[config.mk]
export PLATFORM = sky130hd
export DESIGN_NAME = core_status_irq_power_regs
export DESIGN_NICKNAME = d
export VERILOG_FILES = /design/src/core/core_status_pkg.sv /design/src/core/core_status_irq_power_regs.sv
export VERILOG_INCLUDE_DIRS = /design/src /design/src/core
export SDC_FILE = /design/constraint.sdc
export NUM_CORES = 1
export LEC_CHECK = 0
export ABC_CLOCK_PERIOD_IN_PS = 2500
export BUFFER_PORTS_ARGS = -buffer_cell sky130_fd_sc_hd__buf_2
export CELL_PAD_IN_SITES_DETAIL_PLACEMENT = 1
export CELL_PAD_IN_SITES_GLOBAL_PLACEMENT = 2
export CORE_MARGIN = 2
export CORE_UTILIZATION = 37
export CTS_CLUSTER_SIZE = 8
export DETAILED_ROUTE_END_ITERATION = 16
export HOLD_SLACK_MARGIN = 0.02
export PLACE_DENSITY_LB_ADDON = 0.25
export SLEW_MARGIN = 20
export SYNTH_ARGS = -nofsm -noshare
export SYNTH_HDL_FRONTEND = slang
export SYNTH_SLANG_ARGS = --single-unit
[constraint.sdc]
create_clock -name clock -period 2.5 [get_ports clock]
set_input_delay 0.25 -clock clock [delete_from_list [all_inputs] [get_ports clock]]
set_output_delay 0.25 -clock clock [all_outputs]
set_load 0.05 [all_outputs]
[src/core/core_status_regs_params.svh]
// Offsets, field positions, reset values and timing for the core status regs
`ifndef CORE_STATUS_REGS_PARAMS_SVH
`define CORE_STATUS_REGS_PARAMS_SVH

`define ADDR_POWER_CONTROL 8'h87
`define ADDR_STATUS_WORD 8'hD0
`define ADDR_IRQ_ENABLE_ONE 8'hE6
`define ADDR_IRQ_PRIORITY_TWO 8'hF7

`define RESET_BYTE 8'h00

`define PSW_CARRY 7
`define PSW_AUX_CARRY 6
`define PSW_USER_ZERO 5
`define PSW_BANK_HI 4
`define PSW_BANK_LO 3
`define PSW_OVERFLOW 2
`define PSW_USER_ONE 1
`define PSW_PARITY 0

`define IE_WRITE_MASK 8'hF5
`define IE_CMP1_RISE 7
`define IE_CMP1_FALL 6
`define IE_CMP0_RISE 5
`define IE_CMP0_FALL 4
`define IE_ADC_WINDOW 2
`define IE_SERIAL 0

`define IP_WRITE_MASK 8'hBE
`define IP_XTAL 7
`define IP_SOFT_HI 5
`define IP_SOFT_LO 2
`define IP_ADC_EOC 1

`define PC_WRITE_MASK 8'hFC
`define PC_BAUD 7
`define PC_STOP 1
`define PC_IDLE 0

`define MCD_TIMEOUT_US 100
`define CLOCK_MHZ 25
`define MCD_CYCLES (`MCD_TIMEOUT_US * `CLOCK_MHZ)
`define NIBBLE_MAX 5'h0F
`define BYTE_MAX 16'h00FF

`endif

[src/core/core_status_pkg.sv]
// Types shared by the core status register block
package core_status_pkg;
    typedef enum logic [2:0] {
        ALU_NONE = 3'h0,
        ALU_ADD = 3'h1,
        ALU_ADDC = 3'h2,
        ALU_SUBB = 3'h3,
        ALU_MUL = 3'h4,
        ALU_DIV = 3'h5
    } alu_op_t;

    typedef enum logic [2:0] {
        PWR_RUN = 3'h1,
        PWR_IDLE = 3'h2,
        PWR_STOP = 3'h4
    } power_state_t;
endpackage

[src/core/core_status_irq_power_regs.sv]
// Core status word, extended interrupt enable/priority and power control
// Behaviour
// RULE1: Carry set on add carry or subtract borrow
// RULE2: Aux carry set on nibble carry or borrow
// RULE3: Two user flags hold software values only
// RULE4: Bank select picks one of four banks
// RULE5: Software avoids bank write then register move
// RULE6: Overflow set on signed add/subtract overflow
// RULE7: Multiply sets overflow when product exceeds 255
// RULE8: Divide by zero sets overflow
// RULE9: Otherwise those instructions clear overflow
// RULE10: Parity shows odd ones count of accumulator
// RULE11: Comparator edge enables gate edge flag requests
// RULE12: Window enable gates ADC window requests
// RULE13: Clock valid priority bit selects high level
// RULE14: Bits five to two prioritise soft interrupts
// RULE15: End of conversion priority bit selects level
// RULE16: Only reset ends stop; restart at zero
// RULE17: Missing clock timeout resets out of stop
// RULE18: Software shuts analog peripherals before stop
// RULE19: Baud doubler doubles serial port rate
// RULE20: Stop write powers down, reads zero
// RULE21: Idle write gates processor clock, reads zero
// RULE22: High priority pending source served first
`include "core_status_regs_params.svh"

module core_status_irq_power_regs #(
    parameter int unsigned MCD_COUNT = `MCD_CYCLES
) (
    // Clock and reset
    input wire logic clock,
    input wire logic rst,
    // Special-function bus
    input wire logic [7:0] sfrAddr,
    input wire logic sfrWrite,
    input wire logic [7:0] sfrWdata,
    input wire logic sfrRead,
    output logic [7:0] sfrRdata,
    // Arithmetic result from execution unit
    input wire logic aluValid,
    input wire core_status_pkg::alu_op_t aluOp,
    input wire logic [7:0] aluOpA,
    input wire logic [7:0] aluOpB,
    input wire logic [7:0] accumulator,
    // Interrupt sources
    input wire logic cmp1_rise_flag,
    input wire logic cmp1_fall_flag,
    input wire logic cmp0_rise_flag,
    input wire logic cmp0_fall_flag,
    input wire logic adcWindowFlag,
    input wire logic serialPeriphFlag,
    input wire logic xtal_valid_irq,
    input wire logic [3:0] softIrq,
    input wire logic adcEocIrq,
    // Power and wake
    input wire logic missing_clock_detector,
    input wire logic wakeReset,
    // Outputs to core and peripherals
    output logic [1:0] bankSelect,
    output logic [4:0] bankBase,
    output logic baud_doubler,
    output logic [5:0] maskedRequests,
    output logic highPriorityPending,
    output logic lowPriorityPending,
    output logic cpuClockGate,
    output logic oscillatorOff,
    output logic mcdReset
);
    // ------------------------------------------------------------
    // Register state
    // ------------------------------------------------------------
    logic [7:0] statusWord, next_statusWord;
    logic [7:0] irqEnable, next_irqEnable;
    logic [7:0] irqPriority, next_irqPriority;
    logic [7:0] powerControl, next_powerControl;
    core_status_pkg::power_state_t powerState, next_powerState;
    logic [31:0] mcdCount, next_mcdCount;
    logic [7:0] readData, next_readData;
    logic [5:0] next_masked;
    logic next_high, next_low, next_mcdReset;

    // ------------------------------------------------------------
    // Arithmetic flag computation
    // ------------------------------------------------------------
    logic [8:0] sum;
    logic [4:0] nibble;
    logic [15:0] product;
    logic carryIn, isAdd, isSub;

    always_comb
    begin
        carryIn = statusWord[`PSW_CARRY] & (aluOp != core_status_pkg::ALU_ADD);
        isAdd = (aluOp == core_status_pkg::ALU_ADD)
            | (aluOp == core_status_pkg::ALU_ADDC);
        isSub = (aluOp == core_status_pkg::ALU_SUBB);
        if (isSub)
        begin
            sum = {1'b0, aluOpA} - {1'b0, aluOpB} - {8'h00, carryIn};
            nibble = {1'b0, aluOpA[3:0]} - {1'b0, aluOpB[3:0]}
                - {4'h0, carryIn};
        end
        else
        begin
            sum = {1'b0, aluOpA} + {1'b0, aluOpB} + {8'h00, carryIn};
            nibble = {1'b0, aluOpA[3:0]} + {1'b0, aluOpB[3:0]}
                + {4'h0, carryIn};
        end
        product = aluOpA * aluOpB;
    end

    // ------------------------------------------------------------
    // Register next values
    // ------------------------------------------------------------
    always_comb
    begin
        next_statusWord = statusWord;
        next_irqEnable = irqEnable;
        next_irqPriority = irqPriority;
        next_powerControl = powerControl;
        if (sfrWrite)
        begin
            unique case (sfrAddr)
                `ADDR_STATUS_WORD:
                    next_statusWord = sfrWdata; // RULE3 RULE4
                `ADDR_IRQ_ENABLE_ONE:
                    next_irqEnable = sfrWdata & `IE_WRITE_MASK;
                `ADDR_IRQ_PRIORITY_TWO:
                    next_irqPriority = sfrWdata & `IP_WRITE_MASK;
                `ADDR_POWER_CONTROL:
                    next_powerControl = sfrWdata & `PC_WRITE_MASK;
                default:
                    next_powerControl = powerControl;
            endcase
        end
        // Hardware flag updates win over a software write in the same cycle
        if (aluValid && (isAdd || isSub))
        begin
            next_statusWord[`PSW_CARRY] = sum[8]; // RULE1
            next_statusWord[`PSW_AUX_CARRY] = nibble[4]; // RULE2
            next_statusWord[`PSW_OVERFLOW] =
                isAdd ? (aluOpA[7] == aluOpB[7]) && (sum[7] != aluOpA[7])
                      : (aluOpA[7] != aluOpB[7]) && (sum[7] != aluOpA[7]);
            // RULE6 RULE9
        end
        else if (aluValid && aluOp == core_status_pkg::ALU_MUL)
        begin
            next_statusWord[`PSW_CARRY] = 1'b0;
            next_statusWord[`PSW_OVERFLOW] = product > `BYTE_MAX; // RULE7
        end
        else if (aluValid && aluOp == core_status_pkg::ALU_DIV)
        begin
            next_statusWord[`PSW_CARRY] = 1'b0;
            next_statusWord[`PSW_OVERFLOW] = (aluOpB == 8'h00); // RULE8
        end
        next_statusWord[`PSW_PARITY] = ^accumulator; // RULE10
    end

    // ------------------------------------------------------------
    // Power mode sequencing
    // ------------------------------------------------------------
    always_comb
    begin
        next_powerState = powerState;
        next_mcdCount = 32'h0;
        next_mcdReset = 1'b0;
        unique case (powerState)
            core_status_pkg::PWR_RUN:
            begin
                if (sfrWrite && sfrAddr == `ADDR_POWER_CONTROL)
                begin
                    if (sfrWdata[`PC_STOP])
                        next_powerState = core_status_pkg::PWR_STOP; // RULE20
                    else if (sfrWdata[`PC_IDLE])
                        next_powerState = core_status_pkg::PWR_IDLE; // RULE21
                end
            end
            core_status_pkg::PWR_IDLE:
            begin
                // Any enabled request wakes the core from idle
                if (|maskedRequests || |softIrq || xtal_valid_irq
                    || adcEocIrq)
                    next_powerState = core_status_pkg::PWR_RUN;
            end
            core_status_pkg::PWR_STOP:
            begin
                // Only a reset can leave stop; the timer models the detector
                if (missing_clock_detector)
                begin
                    next_mcdCount = mcdCount + 32'h1;
                    if (mcdCount >= MCD_COUNT - 1)
                        next_mcdReset = 1'b1; // RULE17 RULE16
                end
            end
            default:
                next_powerState = core_status_pkg::PWR_RUN;
        endcase
    end

    // ------------------------------------------------------------
    // Interrupt gating, priority and read mux
    // ------------------------------------------------------------
    logic [7:0] srcHigh, srcPend;
    always_comb
    begin
        next_masked = {cmp1_rise_flag & irqEnable[`IE_CMP1_RISE],
                       cmp1_fall_flag & irqEnable[`IE_CMP1_FALL],
                       cmp0_rise_flag & irqEnable[`IE_CMP0_RISE],
                       cmp0_fall_flag & irqEnable[`IE_CMP0_FALL],
                       adcWindowFlag & irqEnable[`IE_ADC_WINDOW],
                       serialPeriphFlag & irqEnable[`IE_SERIAL]};
        // RULE11 RULE12
        srcPend = {xtal_valid_irq, softIrq, adcEocIrq, 2'b00};
        srcHigh = {irqPriority[`IP_XTAL],
                   irqPriority[`IP_SOFT_HI:`IP_SOFT_LO],
                   irqPriority[`IP_ADC_EOC], 2'b00};
        // RULE13 RULE14 RULE15
        next_high = |(srcPend & srcHigh); // RULE22
        next_low = !next_high && (|(srcPend & ~srcHigh) || |next_masked);
        unique case (sfrAddr)
            `ADDR_STATUS_WORD: next_readData = statusWord;
            `ADDR_IRQ_ENABLE_ONE: next_readData = irqEnable;
            `ADDR_IRQ_PRIORITY_TWO: next_readData = irqPriority;
            `ADDR_POWER_CONTROL: next_readData = powerControl; // RULE20 RULE21
            default: next_readData = 8'h00;
        endcase
        if (!sfrRead)
            next_readData = readData;
    end

    // ------------------------------------------------------------
    // Registers
    // ------------------------------------------------------------
    always_ff @(posedge clock or posedge rst)
    begin
        if (rst)
        begin
            statusWord <= `RESET_BYTE;
            irqEnable <= `RESET_BYTE;
            irqPriority <= `RESET_BYTE;
            powerControl <= `RESET_BYTE;
            powerState <= core_status_pkg::PWR_RUN; // RULE16
            mcdCount <= 32'h0;
            readData <= `RESET_BYTE;
            maskedRequests <= 6'h00;
            highPriorityPending <= 1'b0;
            lowPriorityPending <= 1'b0;
            mcdReset <= 1'b0;
        end
        else
        begin
            statusWord <= next_statusWord;
            irqEnable <= next_irqEnable;
            irqPriority <= next_irqPriority;
            powerControl <= next_powerControl;
            powerState <= wakeReset ? core_status_pkg::PWR_RUN
                                    : next_powerState;
            mcdCount <= next_mcdCount;
            readData <= next_readData;
            maskedRequests <= next_masked;
            highPriorityPending <= next_high;
            lowPriorityPending <= next_low;
            mcdReset <= next_mcdReset;
        end
    end

    // ------------------------------------------------------------
    // Flop-driven outputs
    // ------------------------------------------------------------
    always_comb
    begin
        sfrRdata = readData;
        bankSelect = statusWord[`PSW_BANK_HI:`PSW_BANK_LO]; // RULE4
        bankBase = {statusWord[`PSW_BANK_HI:`PSW_BANK_LO], 3'h0};
        baud_doubler = powerControl[`PC_BAUD]; // RULE19
        cpuClockGate = powerState != core_status_pkg::PWR_RUN; // RULE21
        oscillatorOff = powerState == core_status_pkg::PWR_STOP; // RULE20
    end
endmodule // core_status_irq_power_regs

Word level (Yosys, flattened, before mapping)
Cells that the tools add are included.
- input bits: 62
- bits in registers: 78
- output and inout port bits: 27
- eq/ne operators: 21
- bitwise operators: 11
- order comparisons: 2
- multiplexer cells: 24
- $add $sub $neg: 9
- reduce and logical (&&, ||, !) cells: 31
- multiply operators: 1
- operator list (cell ; count):
    $mux W32 ; 2
    $add A32 B1 Y32 const B ; 1
    $eq A8 B8 Y1 const B ; 4
    $ge A32 B12 Y1 const B ; 1
    $pmux W8 S4 ; 1
    $and A8 B8 Y8 ; 2
    $gt A16 B8 Y1 const B ; 1
    $mul A8 B8 Y16 ; 1
    $mux W8 ; 2
    $reduce_or A8 Y1 ; 2
    $mux W3 ; 5
    $reduce_and A2 Y1 ; 6
    $reduce_or A6 Y1 ; 2
    $mux W1 ; 11
    $add A8 B8 Y9 ; 1
    $add A9 B1 Y9 ; 1
    $eq A3 B2 Y1 const B ; 3
    $eq A3 B3 Y1 const B ; 3
    $mux W9 ; 1
    $pmux W3 S3 ; 1
    $sub A8 B8 Y9 ; 1
    $sub A9 B1 Y9 ; 1
    $logic_not A8 Y1 ; 1
    $not A8 Y8 ; 1
    other kinds (22) ; 44

Logic depth before layout (Yosys ltp)
- word-level depth: 8
- depth in mapped cells: 17
- gate-level depth less buffers: 16

Worst setup path before layout
Ideal clock, no wire load.
- path type: input port to flip-flop
- start: input aluOpA[4]
- end: register statusWord[2]
- library setup time: 0.131 ns
- data required time: 2.369 ns
- data arrival time: 3.998 ns
- setup slack: -1.629 ns
- cell stages on the path: 14
- cell sequence: ha_1 -> fa_1 -> fa_1 -> fa_1 -> inv_1 -> fa_1 -> inv_1 -> ha_1 -> nor3_1 -> o21ai_1 -> a2111oi_0 -> a2111oi_0 -> nor4_1 -> a21oi_1
- cells in the longest elaborated chain, start to end: 7
- RTL lines (element ; RTL line ; source):
    start, declared ; core_status_irq_power_regs.sv:42 ; input wire logic [7:0] aluOpA,
    branches (longest 6 deep; another with $mul A8 B8 Y16) ; - ;
    $mux W1 * ; core_status_irq_power_regs.sv:136 ; if (aluValid && (isAdd || isSub))
    end signal, assigned ; core_status_irq_power_regs.sv:237 ; statusWord <= `RESET_BYTE;
    end signal, assigned ; core_status_irq_power_regs.sv:251 ; statusWord <= next_statusWord;
    end, declared ; core_status_irq_power_regs.sv:72 ; logic [7:0] statusWord, next_statusWord;
Mark *: on every way between the ends.
A chain may end at the register's enable or synchronous reset.

Worst setup path after layout
- start: input aluOpB[7]
- end: register statusWord[2]
- cells in the longest elaborated chain, start to end: 7
- RTL lines (element ; RTL line ; source):
    start, declared ; core_status_irq_power_regs.sv:43 ; input wire logic [7:0] aluOpB,
    branches (longest 6 deep; another with $mul A8 B8 Y16) ; - ;
    $mux W1 * ; core_status_irq_power_regs.sv:136 ;
Marks and branches as above.

==> flow_summary_export.csv <==
group,metric,value,unit
status,status,"finished with violations",
status,violations,"setup timing",
pwr,p_seq_share,24.5,%
logic_synthesis,synth_edf_count,0,
clock_tree,cts_max_path_buffers,2,
pwr,switching_share,38.1,%
critical_path,r2r_start,"statusWord[7]$_DFFE_PP0P_",
logic_synthesis,yosysWarnings,0,
final_layout,final_net_count,1016,
die,die_x,137,um
critical_path,reg2regPathDepth,10,
die,ios,89,
placement,placement.io_buffers,85,
placement,placed_area,0.00784,mm2
timing,tightest_slew,0.562,ns
clock_tree,numCtsBuffers,9,
grt,grt_first_pass_wirelength,31.5,mm
routing,first_pass_iters,4,
clock_tree,clkSlewWorstSetupHoldPaths,0.06,ns
timing,finalClockSkew,0.00408,ns
clock_tree,clock_latency,0.33,ns
routing,dr.first_iter.drc_count,199,
clock_tree,cts_root_buf,"clkbuf_16",
grt,grt_max_degree,42,
routing,drc_errors,0,
die,die_h,137,um
critical_path,r2r_slack,0.01,ns
clock_tree,cts.htree.levels,3,
timing,fmax,262,MHz
pwr,p_per_area,645,mW/mm2
timing,fin_crit,3.81,ns
placement,routabilityCongestion,0.868,
pwr,ir_worst_vdd,0.439,mV
hold_path,hold_class,"in -> reg",
final_layout,final_cell_mix,"inv_1, buf_4, dfrtp_1",
die,start_util,37.8,%
critical_path,cp.required,2.76,ns
die,coreArea,0.0173,mm2
timing,slew_headroom,62.2,%
final_layout,synthToLayoutAreaGrowth,29.2,%
final_layout,design_area,0.00845,mm2
timing,slew_violations,0,
routing,via_per_inst,5.20,
logic_synthesis,synthArstFlopShare,100,%
logic_synthesis,netlist_area,0.00654,mm2
pwr,power_switching,2070,uW
logic_synthesis,synthDistinctLibCells,73,
final_layout,postLayoutCoreUtil,48.8,%
timing,worst_slack,-1.31,ns
clock_tree,clock-sinks,78,
critical_path,startpoint,"aluOpB[7]",
clock_tree,cts_tree,"yes",
grt,track_usage,21.5,%
pwr,clkPwrFrac,21.5,%
timing,rsz0062_at_grt,"true",
routing,drtAntennaViolNets,0,
critical_path,r2r_end,"statusWord[2]$_DFFE_PP0P_",
logic_synthesis,syn_area_per_cell,9.34,um2
logic_synthesis,synth_cells,700,
critical_path,worstSetupEndpoint,"statusWord[2]$_DFFE_PP0P_",
critical_path,worstSetupPathType,"in -> reg",
critical_path,end_kind,"register",
critical_path,worst-path-max-fanout,7,
pwr,p_total,5450,uW
die,dieArea,0.0188,mm2
grt,grt_antenna_before_repair,2,
die,rows,48,
routing,wl_per_cell,17.5,um
pwr,combinationalPowerShare,53.9,%
timing,post-route-period-util,152,%
grt,grt_pass1_vias,6169,
grt,overflow,0,
timing,final-setup-viol-count,1,
routing,wl,19.2,mm
routing,num_vias,5681,
timing,hold_violations,0,
logic_synthesis,synth-seq-cells,78,
final_layout,final_common_cell,"inv_1",
pwr,cellLeakagePower,0.00403,uW
placement,hpwl,15.7,mm
logic_synthesis,seq_area_frac_synth,29.9,%
critical_path,start_kind,"input pin",
final_layout,final_layout_size_suffix_gt1_share,28.3,%
logic_synthesis,synthFlopType,"dfrtp_1",
pwr,p_int,3370,uW
critical_path,critPathArrivalTime,4.07,ns
flow_run,cap_viol_max_count,0,
area by class of cell:
type,instances,area [um2]
antenna,2,5.00
clock buffer,15,258
clock inverter,1,5.00
fill,2031,8850
inverter,92,347
multi-input combinational,514,4500
sequential,78,1950
tap,225,282
timing repair buffer,165,1100
synthesized netlist by cell type, types with 5 or more instances:
master    count  area [um2]
buf_4         7        52.6
o21ai_1      13        65.1
nand4_1       8        50.1
a221oi_1      5        43.8
fa_1         38         761
inv_1        92         345
mux2_1       20         225
xor2_1       17         149
ha_1         56         701
or3_1         5        31.3
o22ai_1       9        56.3
nor4_1       13        81.3
dfrtp_1      77        1930
clkbuf_1      9        33.8
nand3_1      20         100
nor3_1       17        85.1
and2_1       40         250
a21oi_1      20         100
nor2b_1       7        43.8
a22oi_1       5        37.5
nor2_1       60         225
a21o_1        6        45.0
and3_1        6        37.5
xnor2_1      22         193
and4_1        5        43.8
nand2_1      42         158
power groups by stage:
stage	Combinational [uW]	Sequential [uW]	Clock [uW]
4_1_cts	2560	1330	1220
5_1_grt	3250	1340	1270
6_report	2940	1330	1170
3_5_place_dp	2450	1360	0
2_1_floorplan	1580	1370	0
3_3_place_gp	2390	1350	0
per-stage QoR:
step                setup slack [ns]  hold WS [ns]  cells  TNS, ns
finish                         -1.31         0.148   1092    -1.31
global route                   -1.45         0.133   1092    -1.45
CTS                            -1.41         0.126   1090    -1.41
detailed placement             -1.85         0.115   1071    -2.07
global placement               -1.72         0.108   1071    -1.87
floorplan                      -1.27         0.372    702    -1.27
routing by layer:
layer	routed length (um)	global-route usage [%]	share of wire [%]	vias up
met5	0	0	0	-
met1	8490	27.3	44	2857
met2	9930	38.1	52	73
met3	490	3.56	2.6	15
li1	-	-	-	2736
met4	250	5.10	1.3	0
how the worst min path moves through the flow:
stage / from / endpoint / slack, ns / depth (start not counted)
detailed placement: rst / powerState[2]$_DFFE_PP0P_ / 0.12 / 2
floorplan: sfrWdata[7] / irqPriority[7]$_DFFE_PP0P_ / 0.37 / 2
finish: cmp1_fall_flag / maskedRequests[4]$_DFF_PP0_ / 0.15 / 2
global route: cmp1_fall_flag / maskedRequests[4]$_DFF_PP0_ / 0.13 / 2
global placement: rst / powerState[2]$_DFFE_PP0P_ / 0.11 / 2
CTS: cmp1_fall_flag / maskedRequests[4]$_DFF_PP0_ / 0.13 / 2
kinds of logic after synthesis:
logic type | Yosys count | share of synthesized area (%)
flops | 78 | 29.9
buf+inv | 110 | 6.73
compound gates | 108 | 11.9
fa+ha+maj | 94 | 22.3
mux | 22 | 3.77
simple gates | 248 | 20.2
xor+xnor | 39 | 5.22
other cells | 1 | 0.0573
sequential cells by signal (all words and copies together) (netlist names):
signal	flops
mcdCount	32
sfrRdata	8
statusWord	8
irqEnable	6
irqPriority	6
maskedRequests	6
powerControl	6
powerState	3
highPriorityPending	1
lowPriorityPending	1
mcdReset	1
critical path: stages:
cell and delay (ns):
buf_4 0.13, nand2_1 0.08, fa_1 0.56, inv_1 0.06
fa_1 0.50, fa_1 0.50, ha_1 0.32, ha_2 0.35
a21oi_1 0.24, nand2_1 0.13, or4b_4 0.50, a32oi_2 0.25
nor4_2 0.07, a21oi_1 0.13
repair_timing:
| action | in CTS | in global routing |
|---|---|---|
| endpoints found under the setup margin | 2 | 3 |
| resized for setup | 24 | 51 |
| hold endpoints to repair | 3 | 0 |
| setup buffers | 2 | 0 |
| hold buffers | 1 | 0 |
| pin swaps | 15 | 29 |
Power figures use the tool's default switching activity.
